--- src/common/interlock_pkg.sv ---
// Purpose: Constants for the interlock teach-in and output logic
// Assumes: 200 MHz system clock
// Notes: Times are printed in their own unit; cycle counts derive from them
// Functional notes
// - Standard-coded units accept their matching actuator at once, no teach-in.
// - Actuator after power-up starts teach-in: green off, red on, yellow 1 Hz.
// - After 10 s of teach-in, yellow gives short 3 Hz blinks asking power-off.
// - No power-off within 5 min aborts teach-in with five red blinks.
// - After power returns, new code is stored only on renewed detection.
// - Single-teach variant refuses teach-in once a pairing is stored.
// - Multi-teach variant teaches any number of times, replacing the old code.
// - Multi-teach variant inhibits safety outputs ten minutes after teaching.
// - Green blinks until inhibit has expired and the new actuator is seen.
// - Power loss during inhibit restarts the full ten minutes at power-up.
// - Energise-to-unlock: command high unlocks, command low locks.
// - Energise-to-lock: command high locks, command low unlocks.
// - Unlock-drops-outputs variant disables both outputs while unlocked.
// - Unlock-drops-outputs variant re-enables outputs on relock with actuator in.
// - Open-drops-outputs variant drops outputs only when the guard opens.
package interlock_pkg;
   localparam int CODE_W = 16;
   localparam int TMR_W  = 40;
   // Arbitrary value for the factory standard code
   localparam logic [CODE_W-1:0] STD_CODE = 16'h5A_C3;
   localparam longint unsigned CLK_HZ = 200_000_000;
   // Times as printed
   localparam longint unsigned TEACH_S      = 10;
   localparam longint unsigned REQ_MIN      = 5;
   localparam longint unsigned INHIBIT_MIN  = 10;
   localparam longint unsigned SLOW_MS      = 1000;  // 1 Hz period
   localparam longint unsigned FAST_MS      = 333;   // 3 Hz period
   localparam longint unsigned SHORT_ON_MS  = 50;    // Brief flash width
   localparam longint unsigned FAULT_MS     = 500;   // Red flash period
   localparam logic [2:0]      FAULT_FLASHES = 3'h5;
   // Derived cycle counts
   localparam longint unsigned TEACH_CYC   = TEACH_S * CLK_HZ;
   localparam longint unsigned REQ_CYC     = REQ_MIN * 60 * CLK_HZ;
   localparam longint unsigned INHIBIT_CYC = INHIBIT_MIN * 60 * CLK_HZ;
   localparam longint unsigned SLOW_CYC    = SLOW_MS * (CLK_HZ / 1000);
   localparam longint unsigned FAST_CYC    = FAST_MS * (CLK_HZ / 1000);
   localparam longint unsigned SHORT_CYC   = SHORT_ON_MS * (CLK_HZ / 1000);
   localparam longint unsigned FAULT_CYC   = FAULT_MS * (CLK_HZ / 1000);
   typedef enum logic [2:0] {
      ST_BOOT, ST_RUN, ST_TEACH, ST_REQUEST, ST_FAULT, ST_INHIBIT
   } teach_state_t;
endpackage

--- src/design/interlock_teach_and_output_logic.sv ---
// Purpose: Teach-in sequencer, lock polarity and safety output enables
// Assumes: Reset marks a power-up; taught data lives in outside nonvolatile store
// Notes: Store record is read live and rewritten whole by a one-cycle write pulse
module interlock_teach_and_output_logic #(
   parameter longint unsigned TEACH_CYC   = interlock_pkg::TEACH_CYC,
   parameter longint unsigned REQ_CYC     = interlock_pkg::REQ_CYC,
   parameter longint unsigned INHIBIT_CYC = interlock_pkg::INHIBIT_CYC,
   parameter longint unsigned SLOW_CYC    = interlock_pkg::SLOW_CYC,
   parameter longint unsigned FAST_CYC    = interlock_pkg::FAST_CYC,
   parameter longint unsigned SHORT_CYC   = interlock_pkg::SHORT_CYC,
   parameter longint unsigned FAULT_CYC   = interlock_pkg::FAULT_CYC
) (
   // Clock and reset
   input  wire logic                              clock,
   input  wire logic                              rstn,
   input  wire logic                              clk_en,
   // Variant straps
   input  wire logic                              standard_coding,
   input  wire logic                              single_teach_variant,
   input  wire logic                              multi_teach_variant,
   input  wire logic                              energise_to_lock,
   input  wire logic                              unlock_drops_outputs,
   // Pins from outside
   input  wire logic                              lock_cmd,
   input  wire logic                              guard_closed,
   // Actuator sensing, same clock
   input  wire logic                              actuator_present,
   input  wire logic [interlock_pkg::CODE_W-1:0]  actuator_code,
   // Nonvolatile record, read side
   input  wire logic                              nv_code_valid,
   input  wire logic [interlock_pkg::CODE_W-1:0]  nv_code,
   input  wire logic                              nv_pending,
   input  wire logic [interlock_pkg::CODE_W-1:0]  nv_pend_code,
   input  wire logic                              nv_taught,
   input  wire logic                              nv_inhibit,
   // Nonvolatile record, write side
   output logic                                   nv_we,
   output logic                                   nv_wr_code_valid,
   output logic [interlock_pkg::CODE_W-1:0]       nv_wr_code,
   output logic                                   nv_wr_pending,
   output logic [interlock_pkg::CODE_W-1:0]       nv_wr_pend_code,
   output logic                                   nv_wr_taught,
   output logic                                   nv_wr_inhibit,
   // Solenoid and safety outputs
   output logic                                   solenoid_lock,
   output logic                                   safety_output_one,
   output logic                                   safety_output_two,
   // Indicators
   output logic                                   led_green,
   output logic                                   led_red,
   output logic                                   led_yellow
);
   localparam int TW = interlock_pkg::TMR_W;

   interlock_pkg::teach_state_t state_ff, nxt_state;
   logic [1:0]    sync1_ff, sync2_ff;
   logic [TW-1:0] tmr_ff, blk_ff, blk_period;
   logic [2:0]    flash_ff;
   logic          lock_in, closed_in, locked, matched, code_ok, teach_ok;
   logic          blink_on, blink_wrap, out_en, fault_done;
   logic [interlock_pkg::CODE_W-1:0] active_code;

   // Two-stage synchronisers for the pin inputs
   always_ff @(posedge clock or negedge rstn) begin
      if (!rstn) begin
         sync1_ff <= 2'h0;
         sync2_ff <= 2'h0;
      end else if (clk_en) begin
         sync1_ff <= {guard_closed, lock_cmd};
         sync2_ff <= sync1_ff;
      end
   end
   assign lock_in   = sync2_ff[0];
   assign closed_in = sync2_ff[1];

   // Command polarity selects locked sense
   assign locked = energise_to_lock ? lock_in : ~lock_in;

   // Code the device currently accepts
   always_comb begin
      active_code = interlock_pkg::STD_CODE;
      code_ok     = standard_coding;
      if (!standard_coding) begin
         active_code = nv_code;
         code_ok     = nv_code_valid;
      end
   end
   assign matched = actuator_present && code_ok && (actuator_code == active_code);

   // Single-teach refuses once paired; multi-teach always allows
   assign teach_ok = multi_teach_variant || (single_teach_variant && !nv_taught)
                     || (!single_teach_variant && !multi_teach_variant && !nv_taught);

   assign fault_done = blink_wrap && (flash_ff == interlock_pkg::FAULT_FLASHES - 3'h1);

   // Teach-in sequencer
   always_comb begin
      nxt_state = state_ff;
      unique case (state_ff)
         interlock_pkg::ST_BOOT: begin
            // Inhibit restarts from zero after any power loss
            if (nv_inhibit && !standard_coding) begin
               nxt_state = interlock_pkg::ST_INHIBIT;
            end else if (actuator_present) begin
               if (standard_coding) begin
                  nxt_state = matched ? interlock_pkg::ST_RUN : interlock_pkg::ST_FAULT;
               end else if (nv_pending && actuator_code == nv_pend_code) begin
                  nxt_state = multi_teach_variant ? interlock_pkg::ST_INHIBIT
                                                  : interlock_pkg::ST_RUN;
               end else if (matched) begin
                  nxt_state = interlock_pkg::ST_RUN;
               end else if (teach_ok) begin
                  nxt_state = interlock_pkg::ST_TEACH;
               end else begin
                  nxt_state = interlock_pkg::ST_FAULT;
               end
            end
         end
         interlock_pkg::ST_RUN: nxt_state = interlock_pkg::ST_RUN;
         interlock_pkg::ST_TEACH: begin
            if (!actuator_present) begin
               nxt_state = interlock_pkg::ST_FAULT;
            end else if (tmr_ff >= TW'(TEACH_CYC - 1)) begin
               nxt_state = interlock_pkg::ST_REQUEST;
            end
         end
         interlock_pkg::ST_REQUEST: begin
            if (tmr_ff >= TW'(REQ_CYC - 1)) begin
               nxt_state = interlock_pkg::ST_FAULT;
            end
         end
         interlock_pkg::ST_FAULT: begin
            if (fault_done) begin
               nxt_state = interlock_pkg::ST_RUN;
            end
         end
         interlock_pkg::ST_INHIBIT: begin
            if (tmr_ff >= TW'(INHIBIT_CYC - 1) && matched) begin
               nxt_state = interlock_pkg::ST_RUN;
            end
         end
      endcase
   end

   // State register; reset is the power-up
   always_ff @(posedge clock or negedge rstn) begin
      if (!rstn) begin
         state_ff <= interlock_pkg::ST_BOOT;
      end else if (clk_en) begin
         state_ff <= nxt_state;
      end
   end

   // Time in current state; saturates so long waits never wrap
   always_ff @(posedge clock or negedge rstn) begin
      if (!rstn) begin
         tmr_ff <= '0;
      end else if (clk_en) begin
         if (nxt_state != state_ff) begin
            tmr_ff <= '0;
         end else if (tmr_ff != '1) begin
            tmr_ff <= tmr_ff + TW'(1);
         end
      end
   end

   // Blink period per state
   always_comb begin
      blk_period = TW'(SLOW_CYC);
      if (state_ff == interlock_pkg::ST_REQUEST) begin
         blk_period = TW'(FAST_CYC);
      end else if (state_ff == interlock_pkg::ST_FAULT) begin
         blk_period = TW'(FAULT_CYC);
      end
   end
   assign blink_wrap = (blk_ff >= blk_period - TW'(1));

   // Blink phase counter, realigned on every state change
   always_ff @(posedge clock or negedge rstn) begin
      if (!rstn) begin
         blk_ff <= '0;
      end else if (clk_en) begin
         if (nxt_state != state_ff || blink_wrap) begin
            blk_ff <= '0;
         end else begin
            blk_ff <= blk_ff + TW'(1);
         end
      end
   end

   // Red flash count in fault display
   always_ff @(posedge clock or negedge rstn) begin
      if (!rstn) begin
         flash_ff <= 3'h0;
      end else if (clk_en) begin
         if (state_ff != interlock_pkg::ST_FAULT) begin
            flash_ff <= 3'h0;
         end else if (blink_wrap) begin
            flash_ff <= flash_ff + 3'h1;
         end
      end
   end

   // Short on-time for 3 Hz, half period otherwise
   assign blink_on = (state_ff == interlock_pkg::ST_REQUEST) ? (blk_ff < TW'(SHORT_CYC))
                                                             : (blk_ff < (blk_period >> 1));

   // Nonvolatile writes: whole record rewritten on each event
   always_ff @(posedge clock or negedge rstn) begin
      if (!rstn) begin
         nv_we            <= 1'b0;
         nv_wr_code_valid <= 1'b0;
         nv_wr_code       <= '0;
         nv_wr_pending    <= 1'b0;
         nv_wr_pend_code  <= '0;
         nv_wr_taught     <= 1'b0;
         nv_wr_inhibit    <= 1'b0;
      end else if (clk_en) begin
         nv_we            <= 1'b0;
         nv_wr_code_valid <= nv_code_valid;
         nv_wr_code       <= nv_code;
         nv_wr_pending    <= nv_pending;
         nv_wr_pend_code  <= nv_pend_code;
         nv_wr_taught     <= nv_taught;
         nv_wr_inhibit    <= nv_inhibit;
         if (state_ff == interlock_pkg::ST_BOOT && nxt_state != interlock_pkg::ST_BOOT
             && nxt_state != interlock_pkg::ST_FAULT && !standard_coding
             && nv_pending && actuator_present && actuator_code == nv_pend_code) begin
            // Commit only on renewed detection; old code is replaced
            nv_we            <= 1'b1;
            nv_wr_code_valid <= 1'b1;
            nv_wr_code       <= nv_pend_code;
            nv_wr_pending    <= 1'b0;
            nv_wr_taught     <= 1'b1;
            nv_wr_inhibit    <= multi_teach_variant;
         end else if (state_ff == interlock_pkg::ST_TEACH
                      && nxt_state == interlock_pkg::ST_REQUEST) begin
            // Code held pending until power returns
            nv_we           <= 1'b1;
            nv_wr_pending   <= 1'b1;
            nv_wr_pend_code <= actuator_code;
         end else if (state_ff == interlock_pkg::ST_REQUEST
                      && nxt_state == interlock_pkg::ST_FAULT) begin
            nv_we         <= 1'b1;
            nv_wr_pending <= 1'b0;
         end else if (state_ff == interlock_pkg::ST_INHIBIT
                      && nxt_state == interlock_pkg::ST_RUN) begin
            nv_we         <= 1'b1;
            nv_wr_inhibit <= 1'b0;
         end
      end
   end

   // Output enable: only in run with matched actuator and guard shut
   always_comb begin
      out_en = (state_ff == interlock_pkg::ST_RUN) && matched && closed_in;
      if (unlock_drops_outputs) begin
         out_en = out_en && locked;
      end
   end

   // Registered drive; one source feeds both channels so they never differ
   always_ff @(posedge clock or negedge rstn) begin
      if (!rstn) begin
         solenoid_lock     <= 1'b0;
         safety_output_one <= 1'b0;
         safety_output_two <= 1'b0;
      end else if (clk_en) begin
         solenoid_lock     <= locked;
         safety_output_one <= out_en;
         safety_output_two <= out_en;
      end
   end

   // Indicator drive
   always_ff @(posedge clock or negedge rstn) begin
      if (!rstn) begin
         led_green  <= 1'b0;
         led_red    <= 1'b0;
         led_yellow <= 1'b0;
      end else if (clk_en) begin
         led_green  <= 1'b1;
         led_red    <= 1'b0;
         led_yellow <= 1'b0;
         unique case (state_ff)
            interlock_pkg::ST_BOOT: led_green <= 1'b1;
            interlock_pkg::ST_RUN: begin
               if (matched && closed_in) begin
                  led_yellow <= locked ? 1'b1 : blink_on;
               end
            end
            interlock_pkg::ST_TEACH: begin
               led_green  <= 1'b0;
               led_red    <= 1'b1;
               led_yellow <= blink_on;
            end
            interlock_pkg::ST_REQUEST: begin
               led_green  <= 1'b0;
               led_red    <= 1'b1;
               led_yellow <= blink_on;
            end
            interlock_pkg::ST_FAULT: led_red <= blink_on;
            interlock_pkg::ST_INHIBIT: led_green <= blink_on;
         endcase
      end
   end
endmodule // interlock_teach_and_output_logic

--- config.mk ---
export PLATFORM = sky130hd
export DESIGN_NAME = interlock_teach_and_output_logic
export DESIGN_NICKNAME = d
export VERILOG_FILES = /design/src/common/interlock_pkg.sv /design/src/design/interlock_teach_and_output_logic.sv
export SDC_FILE = /design/constraint.sdc
export NUM_CORES = 1
export LEC_CHECK = 0
export ABC_CLOCK_PERIOD_IN_PS = 5310
export BUFFER_PORTS_ARGS = -buffer_cell sky130_fd_sc_hd__buf_2
export CORE_ASPECT_RATIO = 0.8
export CORE_MARGIN = 5
export CORE_UTILIZATION = 59
export DETAILED_ROUTE_END_ITERATION = 16
export PLACE_DENSITY_LB_ADDON = 0.25
export SKIP_LAST_GASP = 1
export SLEW_MARGIN = 5
export SYNTH_ARGS = -nofsm -noshare
export SYNTH_HDL_FRONTEND = slang
export SYNTH_SLANG_ARGS = --single-unit
--- constraint.sdc ---
create_clock -name clock -period 5.31 [get_ports clock]
set_input_delay 0.531 -clock clock [delete_from_list [all_inputs] [get_ports clock]]
set_output_delay 0.531 -clock clock [all_outputs]
set_load 0.005 [all_outputs]
==> results.py <==
metrics = {
    "synthesis": {
        "synthCells": 972,
        "synth_top_cell_by_area": "dfrtp_1",
        "syn_nets": 1074,
        "synth_area_leaders": "dfrtp_1 (38%), ha_1 (5.7%), a21oi_1 (5.2%)",
        "ys_warn_count": 0,
        "synth-async-reset-ratio_pct": 100,
        "syn_area_um2": 8600,
        "yosys.cell_types.count": 75,
        "synth-edff-count": 0,
        "avgSynthCellArea_um2": 8.85,
        "synthFlopType": "dfrtp_1",
        "yosysSeqAreaShare_pct": 38.4,
        "netlist.area_leader.share_pct": 38.4,
        "ys_seq_elements": 132,
    },
    "critical_path": {
        "critPathMaxStageDelay_ps": 660,
        "cp_max_fo": 19,
        "path_class": "reg2reg",
        "crit_path_end": "tmr_ff[27]",
        "rr_startpoint": "state_ff[1]",
        "worst_path_max_delay_cell": "o31a_1",
        "cp.required_ps": 5600,
        "endpoint_kind": "flop",
        "cp_cell_sequence": "nor2b_1 -> buf_4 -> and2_1 -> inv_1 -> nand2_1 -> inv_1 -> ha_1 -> nand4_1 -> or2_2 -> o21ai_0 -> a21boi_0 -> a221o_1 -> o22ai_4 -> o31a_1 -> buf_4 -> a21oi_1",
        "reg2reg_depth": 16,
        "crit_path_start_kind": "flop",
        "crit_start": "state_ff[1]",
        "r2r_end": "tmr_ff[27]",
        "r2r_slack_ps": 660,
        "arrival_ps": 4940,
    },
    "place": {
        "hpwlAfterDp_um": 15400,
        "numPortBuffers": 104,
        "gp_congestion": 0.881,
        "placedCellCount": 1229,
    },
    "floorplanning": {
        "die_x_um": 145,
        "initial_core_util_pct": 60.1,
        "ioPinCount": 106,
        "die-height_um": 118,
        "fp.coreArea_um2": 14300,
        "dieArea_um2": 17100,
        "row_count": 39,
    },
    "clock_tree": {
        "clock-sinks": 132,
        "cts_resized": 0,
        "h-tree-depth": 4,
        "clk_pin_slew_ps": 60,
        "cts_buffer_depth": 2,
        "root_buffer": "clkbuf_16",
        "cts_buffers": 17,
        "holdBufCountCts": 0,
        "cts_tree": "built",
        "postCtsSetupBuffers": 0,
        "clk_latency_ps": 420,
    },
    "drt": {
        "postRouteAntennaNets": 0,
        "vias": 7643,
        "viasPerCell": 6.06,
        "first_pass_iters": 7,
        "top_layer": "met5",
        "drt_wl_total_um": 22000,
        "drc": 0,
        "wl_met2_um": 9810,
        "wl_met1_um": 10400,
        "wl_per_cell_um": 17.4,
        "wl_met3_um": 1550,
        "drt_iter0_drc": 516,
    },
    "power_and_ir_drop": {
        "total_leakage_power_nw": 4.31,
        "power_density_nw_per_um2": 314,
        "max-vdd-ir-drop_mv": 0.384,
    },
    "cells_and_area": {
        "diodes": 0,
        "layout.cells.non_filler": 1261,
        "fillerInstances": 1137,
        "fin_util_pct": 69.2,
        "layout-drive-gt1-share_pct": 16.3,
        "syn2layout_area_growth_pct": 15.0,
        "nNetsFinal": 1166,
        "final_common_cell": "dfrtp_1",
        "final_cell_mix": "dfrtp_1 (132), nor2_1 (110), buf_2 (102)",
    },
    "global_routing": {
        "grt_pass1_wl_um": 37300,
        "first_global_vias": 7540,
        "grt_start_max_net_pins": 102,
        "overflow": 0,
        "grt_use_total_pct": 25.9,
        "antenna_found_initial": 1,
    },
    "timing": {
        "relSlewSlack_pct": 20.8,
        "period_needed_ps": 4650,
        "max_freq_ghz": 0.215,
        "skew_ps": 8.24,
        "maxSlewViolCount": 0,
        "worst_pin_slew_ps": 1190,
        "period_share_pct": 87.5,
        "finalSetupViolCount": 0,
        "rsz0062_at_grt": "no",
        "hold_viol": 0,
        "finalSetupTns_ps": 0,
    },
    "status": {
        "status": "finished, final reports clean",
    },
    "job": {
        "maxCapViolCount": 0,
    },
    "hold_path": {
        "hold_path.class": "in2async",
    },
}
## through the flow
stage | hold slack [ps] | power, W | instance area (um^2) | setup slack [ps]
after floorplan | 235 | 0.00164 | 8600 | 1100
after global placement | 468 | 0.00189 | 9290 | 867
after detailed placement | 471 | 0.00191 | 9290 | 737
after CTS | 229 | 0.00312 | 9890 | 717
after global routing | 244 | 0.00327 | 9890 | 348
final | 175 | 0.00311 | 9890 | 662
## final cells by class
class                      instances  area [um^2]  area share [%]
timing repair buffer             119          642            6.49
clock inverter                    13          159            1.61
sequential                       132         3300            33.4
multi-input combinational        753         4960            50.1
clock buffer                      19          443            4.48
tap                              184          230            2.33
inverter                          41          154            1.56
## kinds of logic after synthesis
| kind of cell | Yosys count | synth area share, % |
|---|---|---|
| mux | 38 | 4.50 |
| xor+xnor | 63 | 6.42 |
| compound gates | 233 | 17.6 |
| simple gates | 379 | 23.5 |
| buf+inv | 87 | 3.94 |
| other cells | 1 | 0.0436 |
| flops | 132 | 38.4 |
| fa+ha+maj | 39 | 5.67 |
## power by group
part	switching, W	total, W	internal [W]
Clock	0.000453	0.00120	0.000749
Combinational	0.000491	0.000771	0.000280
Sequential	0.0000613	0.00113	0.00107
Total	0.00101	0.00311	0.00210
## worst max-delay path, delay by kind of cell, from the launching register on
kind,cells,cell delay (ps)
AOI/OAI and AO/OA,6,2100
adders and majority gates,1,310
buffers and inverters,4,730
DFF,1,540
and+or+nand+nor,5,830
## sequential cells by signal, summed over array words and instances, names as in the netlist
name               count
blk_ff                40
tmr_ff                40
nv_wr_code            16
nv_wr_pend_code       16
flash_ff               3
state_ff               3
sync1_ff               2
sync2_ff               2
led_green              1
led_red                1
led_yellow             1
nv_we                  1
nv_wr_code_valid       1
nv_wr_inhibit          1
nv_wr_pending          1
nv_wr_taught           1
safety_output_two      1
solenoid_lock          1
## synth_stat cells (all sizes together) (8+ instances only)
cell / number
nand4: 26
or3: 21
and3: 19
o31ai: 16
ha: 39
mux2i: 33
nand3: 35
clkbuf: 38
a21oi: 90
inv: 40
buf: 8
nor2: 112
nor3: 16
or4: 16
nor2b: 9
dfrtp: 132
xnor2: 21
xor2: 42
o21a: 8
o21ai: 52
a31oi: 8
and2: 11
nor4: 25
nand2: 65
## metal layers
layer	vias up	GRT usage, %
met3	24	7.43
met1	3638	36.9
met5	-	0
met4	2	4.18
met2	240	39.9
li1	3739	-
## how the worst min path moves through the flow
| stage | from | endpoint | slack, ps |
|---|---|---|---|
| 4_1_cts | rstn | blk_ff[9] | 230 |
| 5_1_grt | rstn | blk_ff[13] | 240 |
| 3_3_place_gp | nv_wr_pending | nv_wr_pending | 470 |
| 2_1_floorplan | rstn | blk_ff[0] | 240 |
| 3_5_place_dp | nv_wr_pending | nv_wr_pending | 470 |
| 6_report | rstn | blk_ff[7] | 170 |
No activity file was read; power rests on OpenSTA's default activity.
